### src/design/lin_ctrl_params.svh
// Register offsets, field positions, reset values and timing counts for the line control block
`ifndef LIN_CTRL_PARAMS_SVH
`define LIN_CTRL_PARAMS_SVH

`define LINE_CONTROL_ADDR      8'h00
`define LINE_STATUS_ADDR       8'h04
`define LINE_CONTROL_RESET     8'h03
`define LINE_STATUS_RESET      8'h00
`define TX_BIT                 0
`define RX_BIT                 1
`define TIMEOUT_BIT            2
`define SLEW_LSB               3
`define UNLIMITED_BIT          5
`define PIN_CHECK_BIT          6
`define OVERTEMP_BIT           7
`define SHORT_ERR_BIT          0
`define DOMINANT_MAX_US        6000
`define CLOCK_MHZ              100
`define DOMINANT_MAX_CYCLES    (`DOMINANT_MAX_US * `CLOCK_MHZ)

`endif

### src/design/lin_ctrl_pkg.sv
// Types for the line control block
package lin_ctrl_pkg;
   typedef enum logic [1:0] {
      BUS_IDLE = 2'b01,
      BUS_ACK  = 2'b10
   } bus_state_t;
endpackage

### src/design/lin_driver_fault_control.sv
// Transmitter control, dominant timeout and fault protection for a single-wire bus
//
// How it works
// - Overtemp keeps transmitter off until temperature clears
// - Pin check enable adds input pin to short check
// - Otherwise only software transmit bit is checked
// - Unlimited bit disables the dominant timeout
// - Timeout disables transmitter, sets error bit two
// - Both levels high re-enables transmitter, clears error
// - Either source dominant counts toward the timeout
// - Receive bit one mirrors line, resets high
// - Line level is pin AND software bit
// - Short error forces transmit bit, blocks clearing
// - Timeout error stops software bit pulling low
//
// Decided for this implementation: the register addresses and register access over Wishbone.
`timescale 1ns/1ps
`include "lin_ctrl_params.svh"

module lin_driver_fault_control
   import lin_ctrl_pkg::*;
#(
   parameter int unsigned DOMINANT_MAX = `DOMINANT_MAX_CYCLES,
   parameter int unsigned CNT_W        = 24
) (
   // Clock and reset
   input  wire logic        mclk,
   input  wire logic        rstn,
   // Wishbone classic slave
   input  wire logic        wb_cyc_i,
   input  wire logic        wb_stb_i,
   input  wire logic        wb_we_i,
   input  wire logic [7:0]  wb_adr_i,
   input  wire logic [3:0]  wb_sel_i,
   input  wire logic [31:0] wb_dat_i,
   output logic      [31:0] wb_dat_o,
   output logic             wb_ack_o,
   // Pins and fault detectors
   input  wire logic        txd_pin,
   input  wire logic        line_rx,
   input  wire logic        overtemp_in,
   input  wire logic        short_detect_in,
   // Transmitter
   output logic             line_drive_low,
   output logic             tx_enable,
   output logic [1:0]       slew_select
);

   // Refuse a counter that cannot hold the programmed maximum dominant time
   if (CNT_W < 2 || CNT_W > 32 || DOMINANT_MAX < 1 ||
       (CNT_W < 32 && DOMINANT_MAX >= (64'd1 << CNT_W))) begin : g_bad_width
      $error("lin_driver_fault_control: counter too narrow for DOMINANT_MAX");
   end

   localparam logic [CNT_W-1:0] MAX_CNT = CNT_W'(DOMINANT_MAX);

   typedef struct packed {
      bus_state_t       bus;
      logic [31:0]      rdata;
      logic [1:0]       txd_sync;
      logic [1:0]       rx_sync;
      logic [1:0]       temp_sync;
      logic [1:0]       short_sync;
      logic             tx_bit;
      logic [1:0]       slew;
      logic             unlimited;
      logic             pin_check;
      logic             timeout_err;
      logic             overtemp_err;
      logic             short_err;
      logic             rx_level;
      logic [CNT_W-1:0] dom_cnt;
      logic             drive_low;
      logic             tx_en;
   } state_t;

   state_t s_reg;
   state_t s_next;

   logic       req;
   logic       wr_ctrl;
   logic       wr_stat;
   logic       dominant;
   logic       short_seen;
   logic [7:0] ctrl_view;

   always_comb begin
      req       = wb_cyc_i && wb_stb_i && (s_reg.bus == BUS_IDLE);
      wr_ctrl   = req && wb_we_i && wb_sel_i[0] && (wb_adr_i == `LINE_CONTROL_ADDR);
      wr_stat   = req && wb_we_i && wb_sel_i[0] && (wb_adr_i == `LINE_STATUS_ADDR);
      ctrl_view = {s_reg.overtemp_err, s_reg.pin_check, s_reg.unlimited, s_reg.slew,
                   s_reg.timeout_err, s_reg.rx_level, s_reg.tx_bit};
      // Dominant request from either source
      dominant  = !(s_reg.txd_sync[1] && s_reg.tx_bit);
      // Detector only meaningful while one of the checked sources asks for dominant
      short_seen = s_reg.short_sync[1] &&
                   (s_reg.pin_check ? dominant
                                    : !s_reg.tx_bit);

      s_next = s_reg;
      s_next.txd_sync   = {s_reg.txd_sync[0], txd_pin};
      s_next.rx_sync    = {s_reg.rx_sync[0], line_rx};
      s_next.temp_sync  = {s_reg.temp_sync[0], overtemp_in};
      s_next.short_sync = {s_reg.short_sync[0], short_detect_in};

      s_next.rx_level     = s_reg.rx_sync[1];
      s_next.overtemp_err = s_reg.temp_sync[1];

      // Set wins over a software clear in the same cycle
      if (wr_stat && wb_dat_i[`SHORT_ERR_BIT])
         s_next.short_err = 1'b0;
      if (short_seen)
         s_next.short_err = 1'b1;

      if (wr_ctrl) begin
         s_next.tx_bit    = wb_dat_i[`TX_BIT];
         s_next.slew      = wb_dat_i[`SLEW_LSB +: 2];
         s_next.unlimited = wb_dat_i[`UNLIMITED_BIT];
         s_next.pin_check = wb_dat_i[`PIN_CHECK_BIT];
      end
      if (s_reg.short_err || short_seen)
         s_next.tx_bit = 1'b1;

      // Dominant duration counter
      if (!dominant || s_reg.unlimited)
         s_next.dom_cnt = '0;
      else if (s_reg.dom_cnt != MAX_CNT)
         s_next.dom_cnt = s_reg.dom_cnt + CNT_W'(1);

      if (!s_reg.unlimited && dominant && s_reg.dom_cnt == MAX_CNT)
         s_next.timeout_err = 1'b1;
      else if (s_reg.timeout_err && !dominant)
         s_next.timeout_err = 1'b0;

      // Transmitter off while the timeout or overtemp error holds
      s_next.tx_en     = !s_next.timeout_err && !s_next.overtemp_err;
      s_next.drive_low = dominant && s_next.tx_en;

      unique case (s_reg.bus)
         BUS_IDLE: begin
            if (req) begin
               s_next.bus = BUS_ACK;
               if (wb_we_i)
                  s_next.rdata = '0;
               else if (wb_adr_i == `LINE_CONTROL_ADDR)
                  s_next.rdata = {24'h000000, ctrl_view};
               else if (wb_adr_i == `LINE_STATUS_ADDR)
                  s_next.rdata = {31'h00000000, s_reg.short_err};
               else
                  s_next.rdata = '0;
            end
         end
         BUS_ACK: begin
            s_next.bus   = BUS_IDLE;
            s_next.rdata = '0;
         end
      endcase
   end

   always_ff @(posedge mclk) begin
      if (!rstn) begin
         s_reg              <= '0;
         s_reg.bus          <= BUS_IDLE;
         s_reg.txd_sync     <= 2'h3;
         s_reg.rx_sync      <= 2'h3;
         s_reg.tx_bit       <= 1'b1;
         s_reg.rx_level     <= 1'b1;
         s_reg.tx_en        <= 1'b1;
      end else begin
         s_reg <= s_next;
      end
   end

   always_comb begin
      wb_dat_o       = s_reg.rdata;
      wb_ack_o       = (s_reg.bus == BUS_ACK);
      line_drive_low = s_reg.drive_low;
      tx_enable      = s_reg.tx_en;
      slew_select    = s_reg.slew;
   end

endmodule // lin_driver_fault_control

### config.mk
export PLATFORM = sky130hd
export DESIGN_NAME = lin_driver_fault_control
export DESIGN_NICKNAME = d
export VERILOG_FILES = /design/src/design/lin_ctrl_pkg.sv /design/src/design/lin_driver_fault_control.sv
export VERILOG_INCLUDE_DIRS = /design/src /design/src/design
export SDC_FILE = /design/constraint.sdc
export NUM_CORES = 1
export LEC_CHECK = 0
export BUFFER_PORTS_ARGS = -buffer_cell sky130_fd_sc_hd__buf_2
export CORE_ASPECT_RATIO = 0.5
export CORE_MARGIN = 2
export CORE_UTILIZATION = 50
export DETAILED_ROUTE_END_ITERATION = 12
export GPL_TIMING_DRIVEN = 1
export PLACE_DENSITY_LB_ADDON = 0.05
export RECOVER_POWER = 100
export SLEW_MARGIN = 20
export SYNTH_ARGS = -nofsm -noshare
export SYNTH_HDL_FRONTEND = slang
export SYNTH_SLANG_ARGS = --single-unit
### constraint.sdc
create_clock -name mclk -period 5 [get_ports mclk]
set_clock_uncertainty 0.2 [all_clocks]
set_input_delay 0.5 -clock mclk [delete_from_list [all_inputs] [get_ports mclk]]
set_output_delay 0.5 -clock mclk [all_outputs]
set_load 0.005 [all_outputs]
=== After elaboration in Yosys (flattened, before gate mapping) ===
Index checks and enable logic that the tools add are counted.

* Output and inout port bits: 37
* Flip-flop bits (word level): 77
* Input port bits: 53
* Word-level logic and storage cells: 60

* Equal/unequal tests: 6
* Mux-type cells: 10
* Bitwise operators: 1
* Add/subtract/negate cells: 1
* Reduce and logical (&&, ||, !) cells: 25

{| class="wikitable"
|+ Operators with widths
! cell !! count
|-
| $pmux 34 s2 || 1
|-
| $mux 34 || 1
|-
| $add 24x1->24 const B || 1
|-
| $eq 24x20->1 const B || 1
|-
| $ne 24x20->1 const B || 1
|-
| $mux 8 || 2
|-
| $logic_and 1x1->1 || 14
|-
| $eq 8x3->1 const B || 1
|-
| $logic_not 8->1 || 1
|-
| $mux 1 || 6
|-
| $logic_not 1->1 || 5
|-
| $reduce_or 2->1 || 2
|-
| $eq 2x1->1 const B || 1
|-
| $eq 2x2->1 const B || 1
|-
| $logic_or 1x1->1 || 2
|-
| $ne 2x2->1 const B || 1
|-
| $reduce_bool 2->1 || 1
|-
| $not 1->1 || 1
|}

=== Depth between registers and ports, before layout ===
Gate-level depths: netlist of run 1.

* Depth after elaboration: 8
* Gate-level depth with buffers: 6
* Gate-level depth less buffers: 6

=== Worst setup path before layout of run 1 ===
OpenSTA, ideal clock, no wires.

* Kind: in2reg
* From: input port wb_adr_i[5]
* To: register s_reg, in the netlist ctrl_view[0]
* Stages: 6
* Path buffers: 1
* Required time: 4.666 ns
* Slack: 3.058 ns
* Data arrival time: 1.608 ns
* Library setup time: 0.134 ns
* Cell sequence: nor4_1 nand2_1 or3_1 clkbuf_1 mux2i_1 nand4b_1

* Cells in the longest elaborated chain, start to end: 2

{| class="wikitable"
|+ Ends and longest elaborated chain
! what !! RTL line !! text
|-
| start: declaration || lin_driver_fault_control.sv:33 || <nowiki>input wire logic [7:0] wb_adr_i,</nowiki>
|-
| $logic_not 8->1 (no line) || - ||
|-
| $logic_and 1x1->1 || lin_driver_fault_control.sv:89 || <nowiki>wr_ctrl = req && wb_we_i && wb_sel_i[0] && (wb_adr_i == `LINE_CONTROL_ADDR);</nowiki>
|-
| end signal: assignment || lin_driver_fault_control.sv:170 || <nowiki>s_reg <= s_next;</nowiki>
|-
| end: declaration || lin_driver_fault_control.sv:77 || <nowiki>state_t s_reg;</nowiki>
|}

No other way between the ends.
A chain may end at the register's enable or synchronous reset.

=== Worst setup path in the final report of run 1 ===
* From: input port rstn
* To: register s_reg[16] (netlist name)

* Cells in the longest elaborated chain, start to end: 2

{| class="wikitable"
|+ Ends and longest elaborated chain
! what !! RTL line !! text
|-
| start: declaration || lin_driver_fault_control.sv:28 || <nowiki>input wire logic rstn,</nowiki>
|-
| $not 1->1 (no line) || - ||
|-
| $reduce_or 2->1 (no line) || - ||
|}

No other way between the ends.

==> results.rst, run 1 <==
.. list-table::
   :header-rows: 1

   * - Metric
     - Value
   * - Power per Cell Area
     - 280 nW/um^2
   * - TNS Setup
     - 0 ns
   * - Worst path arrival time
     - 2.51 ns
   * - Average footprint of a synthesized cell
     - 9.04 um^2
   * - Number of distinct library cells after synthesis
     - 39
   * - Most instantiated flip-flop cell in the synthesis netlist
     - sky130_fd_sc_hd__dfxtp_1
   * - Quantity of gates resized following cts
     - 0
   * - Register area share after synthesis
     - 43.9%
   * - Number of clock buffers inserted by TritonCTS
     - 5
   * - Number of buffers added on ports
     - 35
   * - Count of buffers added by post-CTS timing repair for setup
     - 0
   * - Max-Cap Viols
     - 0
   * - Met1 layer usage reported by global route
     - 20.0%
   * - Number of hold-slack violations in the final timing report
     - 0
   * - Number of antenna violations at the first check in global routing
     - 0
   * - Number of global-route vias before repair
     - 1,576
   * - Number of enable-type register cells in the synthesized netlist
     - 0
   * - Most common cell after layout, fill and taps aside
     - sky130_fd_sc_hd__dfxtp_1
   * - RSZ-0062 raised after global routing
     - false
   * - Time the final worst path needs with I/O delays and setup
     - 2.49 ns
   * - Initial DRT Pass Iterations
     - 4
   * - Fraction of final layout cells sized beyond drive strength 1
     - 13.7%
   * - Maximum number of pins on one net before global-route repair
     - 29
   * - Cell with the largest stage delay on the worst path
     - sky130_fd_sc_hd__nand3_1
   * - Setup violation total in the final timing report
     - 0
   * - I/O pin count
     - 90
   * - CTS Root Buffer Type
     - sky130_fd_sc_hd__clkbuf_8
   * - CTS H-tree lvls
     - 2
   * - Number of nets still failing antenna checks after routing
     - 0
   * - Post-synth design cell area
     - 2410 um^2
   * - Final nets
     - between 300 and 400
   * - Wire per inst
     - 11.3 um
   * - Final WL
     - 4.04 mm
   * - Overall fraction of global-route tracks in use
     - around 17%
   * - Maximum clock frequency
     - around 400 MHz
   * - Final critical-path share of the clock period
     - 49.9%
   * - Final weighted congestion of routability-driven global placement
     - slightly above 0.7
   * - Clock network latency to the later pin of the worst-skew pair
     - 0.31 ns
   * - Hold slack
     - 0.167 ns
   * - Leakage power figure
     - 0.963 nW
   * - Transition time of the tightest slew-check pin
     - 1.25 ns
   * - Max Buffers Root-to-Sink
     - 2
   * - Global-route congestion overflow total
     - 0
   * - Share of flip-flops with an asynchronous set or reset after synthesis
     - 0%
   * - Maximum fanout along the worst path
     - 28
   * - Maximum single-stage delay on the critical path
     - 0.93 ns
   * - Number of hold-repair buffers added at the cts stage
     - 0
   * - Met2 Resource Use GR
     - 29.8%
   * - Post-route DRC violation count
     - 0
   * - Worst endpoint required time
     - 5.01 ns
   * - TritonCTS clock tree
     - built
   * - Cell row count
     - 17
   * - Instance count of the mapped netlist
     - 267
   * - Critical Path Sink Type
     - flip-flop
   * - Routing layer with the top usage in global route
     - met2
   * - Chain of cells forming the critical path
     - clkbuf_1 -> nand3_1 -> a21oi_1
   * - Antenna Cells
     - 0
   * - Worst min-delay path class
     - input pin to flip-flop
   * - Placeable core region
     - 4530 um^2
   * - Die Span X
     - between 100 and 150 um
   * - Final max-slew violation count
     - 0
   * - Status
     - finished, final reports clean
   * - Warnings from Yosys
     - 0
   * - Kind of launch point of the worst setup path
     - input pin
   * - DR iter-0 viols
     - 24
   * - Global-route wire length before repair
     - 6.93 mm
   * - Die height
     - approximately 53 um
   * - Clock sink count
     - 53
   * - Starting Density
     - 53.3%
   * - Overall die area
     - 5440 um^2
   * - Vias per std cell
     - 4.89
   * - Vias after detailed routing
     - 1,747
   * - HPWL after detailed placement
     - 2.88 mm
   * - Clock-pin transition on the worst setup and hold timing paths
     - 0.10 ns
   * - Max rail drop VDD
     - 0.168 mV
   * - Worst Path Class, Setup
     - input pin to flip-flop
   * - Syn-to-layout area delta
     - 5.13%
   * - Worst slew margin relative to its limit
     - 16.2%
   * - Max FFs per register
     - 29
   * - Post-synthesis sequential element count
     - 53
   * - Commonest non-fill, non-tap cells in the layout
     - 53 x sky130_fd_sc_hd__dfxtp_1, 27 x sky130_fd_sc_hd__buf_2, 24 x sky130_fd_sc_hd__conb_1
   * - Global Route met3 Usage
     - 4.76%
## Yosys cell counts (all sizes together) (2+ instances only)
library cell	instances	area, um^2
inv	9	33.8
nor4	4	31.3
dfxtp	53	1060
a21oi	10	50.1
and2	6	37.5
a22oi	7	52.6
nand3	9	45.0
nand2	14	52.6
nand4	8	65.1
xor2	8	70.1
nor3	7	40.0
nor2b	12	75.1
mux2i	7	70.1
and3	2	12.5
a21boi	2	15.0
nor2	19	71.3
or3	9	57.6
and4	3	26.3
xnor2	7	61.3
clkbuf	7	26.3
o21ai	8	40.0
ha	2	25.0
or2	3	18.8
buf	35	267
nand2b	8	50.1
## worst max-delay path, delay by kind of cell
| family | cells | cell delay, ns |
|---|---|---|
| buffers and inverters | 1 | 0.71 |
| AO/OA/AOI/OAI | 1 | 0.35 |
| AND/OR/NAND/NOR | 1 | 0.93 |
## path summary, 6_finish.rpt
| kind | startpoint | to | slack [ns] | cells after the start |
|---|---|---|---|---|
| setup / recovery | rstn | s_reg[16]$_SDFFE_PP0P_ | 2.51 | 3 |
| hold / removal | txd_pin | s_next[42]$_SDFF_PN1_ | 0.17 | 2 |
| setup reg to reg | s_reg[8]$_SDFFE_PP0P_ | tx_enable$_SDFF_PN1_ | 2.57 | 5 |
| hold reg to reg | s_next[40]$_SDFF_PN1_ | s_next[26]$_SDFF_PN1_ | 0.21 | 1 |
## layer usage
metal / routed length [um] / vias up
met1: 1960 / 806
met4: 34 / 0
met3: 244 / 5
met5: 0 / -
li1: - / 890
met2: 1810 / 46
## final cells by class
type                       instances  area, um^2
clock buffer                       5        68.8
clock inverter                     3        25.0
fill                             444        1990
inverter                           9        33.8
multi-input combinational        186        1100
sequential                        53        1060
tap                               66        82.6
timing repair buffer              35         165
## per-stage QoR
stage / util [%] / power, mW / setup slack (ns) / area [um^2] / std cells
final: 56.0 / 0.710 / 2.51 / 2540 / 357
after global routing: 56.0 / 0.742 / 2.17 / 2540 / 357
after CTS: 56.5 / 0.721 / 2.85 / 2560 / 357
after detailed placement: 54.4 / 0.474 / 2.69 / 2470 / 349
after global placement: 54.4 / 0.474 / 2.75 / 2470 / 349
after floorplan: - / 0.474 / 3.06 / 2500 / 290
## kinds of logic after synthesis
| group | after synthesis | synth area share, % |
|---|---|---|
| compound gates | 29 | 7.20 |
| xor+xnor | 15 | 5.44 |
| fa+ha+maj | 2 | 1.04 |
| buf+inv | 51 | 13.5 |
| flops | 53 | 43.9 |
| mux | 7 | 2.90 |
| other cells | 1 | 0.155 |
| simple gates | 109 | 25.8 |
## where the power goes
part | leakage (nW) | switching (mW) | internal (mW) | total (mW)
clock | 0.0447 | 0.145 | 0.101 | 0.247
sequential | 0.430 | 0.00192 | 0.428 | 0.430
combinational | 0.489 | 0.0202 | 0.0138 | 0.0340
total | 0.963 | 0.167 | 0.543 | 0.710
(Power assumes the default switching activity.)
==> run 2, diff against run 1 <==
CORE_UTILIZATION = 44   (was 50)
clock period = 2.1 ns   (was 5 ns; I/O delays follow)
==> results.rst, run 2 (synthesized netlist as in run 1, its figures left out) <==
.. list-table::
   :header-rows: 1

   * - Metric
     - Value
   * - Worst min-delay path class
     - input pin to flip-flop
   * - Worst endpoint required time
     - 2.14 ns (-2.87 ns)
   * - Leakage power figure
     - 1.06 nW (+9.6%)
   * - Cell row count
     - 18 (+1)
   * - Maximum number of pins on one net before global-route repair
     - 29 (unchanged)
   * - Status
     - finished, final reports clean
   * - Most common cell after layout, fill and taps aside
     - sky130_fd_sc_hd__dfxtp_1
   * - Final max-slew violation count
     - 0 (unchanged)
   * - Number of global-route vias before repair
     - 1,600 (+1.5%)
   * - Global-route wire length before repair
     - 7.20 mm (+3.9%)
   * - Number of buffers added on ports
     - 35 (unchanged)
   * - Quantity of gates resized following cts
     - 0 (unchanged)
   * - Count of buffers added by post-CTS timing repair for setup
     - 0 (unchanged)
   * - Starting Density
     - 47.2% (-6.1 points)
   * - HPWL after detailed placement
     - 2.98 mm (+3.5%)
   * - CTS H-tree lvls
     - 2 (unchanged)
   * - Number of nets still failing antenna checks after routing
     - 0 (unchanged)
   * - Worst hold path stage count
     - 2 (unchanged)
   * - Max rail drop VDD
     - 0.287 mV (+70%)
   * - Number of hold-slack violations in the final timing report
     - 0 (unchanged)
   * - Max FFs per register
     - 29 (unchanged)
   * - Wire per inst
     - 10.9 um (-3.5%)
   * - Final core utilization
     - 52.9% (-3.1 points)
   * - Initial DRT Pass Iterations
     - 4 (unchanged)
   * - Worst path arrival time
     - 2.01 ns (-0.50 ns)
   * - Critical Path Sink Type
     - flip-flop
   * - Worst Path Class, Setup
     - flip-flop to flip-flop
   * - DR iter-0 viols
     - 99 (+310%)
   * - Number of clock buffers inserted by TritonCTS
     - 5 (unchanged)
   * - Power per Cell Area
     - 633 nW/um^2 (+130%)
   * - Overall fraction of global-route tracks in use
     - 14.6% (-2.1 points)
   * - TNS Setup
     - 0 ns (unchanged)
   * - Setup violation total in the final timing report
     - 0 (unchanged)
   * - Clock sink count
     - 53 (unchanged)
   * - Final WL
     - 4.17 mm (+3.2%)
   * - Maximum fanout along the worst path
     - 8 (-71%)
   * - Die Span X
     - 109 um (+6.3%)
   * - Commonest non-fill, non-tap cells in the layout
     - 53 x sky130_fd_sc_hd__dfxtp_1, 33 x sky130_fd_sc_hd__buf_2, 24 x sky130_fd_sc_hd__conb_1
   * - Global-route congestion overflow total
     - 0 (unchanged)
   * - Clock-pin transition on the worst setup and hold timing paths
     - 0.10 ns (about the same)
   * - RSZ-0062 raised after global routing
     - false
   * - Max-Cap Viols
     - 0 (unchanged)
   * - Number of antenna violations at the first check in global routing
     - 0 (unchanged)
   * - CTS Root Buffer Type
     - sky130_fd_sc_hd__clkbuf_8
   * - Syn-to-layout area delta
     - 12.0%
   * - Vias per std cell
     - 4.69 (-4.1%)
   * - Vias after detailed routing
     - 1,793 (+2.6%)
   * - Pwr Total
     - 1.71 mW (+140%)
   * - Number of fillers in the final layout
     - 499 (+12%)
   * - Final nets
     - 366 (+6.1%)
   * - Final critical-path share of the clock period
     - 93.8%
   * - TritonCTS clock tree
     - built
   * - Placeable core region
     - 5110 um^2 (+13%)
   * - Hold slack
     - 0.0842 ns (-0.0823 ns)
   * - Post-route DRC violation count
     - 0 (unchanged)
   * - Time the final worst path needs with I/O delays and setup
     - 1.97 ns
   * - I/O pin count
     - 90 (unchanged)
   * - Clock network latency to the later pin of the worst-skew pair
     - 0.30 ns (about the same)
   * - Antenna Cells
     - 0 (unchanged)
   * - Fraction of final layout cells sized beyond drive strength 1
     - 16.3% (+2.6 points)
   * - Final weighted congestion of routability-driven global placement
     - 0.751 (+5.5%)
   * - Die height
     - 56.4 um (+6.1%)
   * - Kind of launch point of the worst setup path
     - flip-flop
   * - Placement Setup Slack
     - 0.151 ns (-2.54 ns)
   * - Worst r2r path cells
     - 5 (unchanged)
   * - Final worst setup slack
     - 0.131 ns (-2.38 ns)
   * - Maximum clock frequency
     - ~510 MHz
   * - Max Buffers Root-to-Sink
     - 2 (unchanged)
   * - Overall die area
     - 6130 um^2 (+13%)
## run 2: changes by cell type in the layout (fill, tap and decap cells not counted)
cell / previous run / this run
sky130_fd_sc_hd__and2_1: 3 / 2
sky130_fd_sc_hd__and2_0: 3 / 4
sky130_fd_sc_hd__clkbuf_1: 8 / 9
sky130_fd_sc_hd__buf_2: 27 / 33
sky130_fd_sc_hd__buf_4: 0 / 5
sky130_fd_sc_hd__dlygate4sd3_1: 0 / 9
## run 2: final cells by class
type                    count  area, um^2  area share [%]
multi-input cells         186        1100            40.7
clock inverters             3        25.0           0.925
repair buffers             56         327            12.1
inverters                   9        33.8            1.25
clock buffers               5        68.8            2.54
flip-flops and latches     53        1060            39.2
well taps                  70        87.6            3.24
## run 2: what timing repair did
action / CTS / global route
hold endpoints to repair: 9 / 0
hold buffers: 9 / 0
setup endpoints to repair: 0 / 0
## run 2: worst max-delay path: stages, from the launching register on
cell                      delay [ns]
sky130_fd_sc_hd__dfxtp_1        0.39
sky130_fd_sc_hd__and4_1         0.33
sky130_fd_sc_hd__nand4_4        0.19
sky130_fd_sc_hd__or3_1          0.36
sky130_fd_sc_hd__or3_1          0.31
sky130_fd_sc_hd__a21oi_1        0.13
## run 2: power by group
part	internal, mW	switching (mW)	total [mW]
sequential	1.02	0.00457	1.02
combinational	0.0481	0.0505	0.0986
clock	0.241	0.348	0.590
total	1.31	0.403	1.71
## run 2: worst paths after layout
kind                         startpoint                      to  slack [ns]
hold / removal                     rstn   s_next[26]$_SDFF_PN1_        0.08
setup / recovery  s_reg[9]$_SDFFE_PP0P_  s_reg[17]$_SDFFE_PP0P_        0.13
hold reg to reg   s_next[40]$_SDFF_PN1_   s_next[26]$_SDFF_PN1_        0.22
setup reg to reg  s_reg[9]$_SDFFE_PP0P_  s_reg[17]$_SDFFE_PP0P_        0.13
## run 2: per-stage QoR
stage	cell area (um^2)	cells
after global placement	2560	365
after detailed placement	2560	365
after global routing	2710	382
final	2710	382
after CTS	2750	382
after floorplan	2500	290
## run 2: layer usage
| layer | part of all wire [%] | up-vias | global-route usage (%) |
|---|---|---|---|
| met3 | 5.0 | 2 | 4.18 |
| met5 | 0 | - | 0 |
| met4 | 0.41 | 0 | 2.93 |
| li1 | - | 931 | - |
| met2 | 45 | 41 | 22.5 |
| met1 | 50 | 819 | 20.3 |
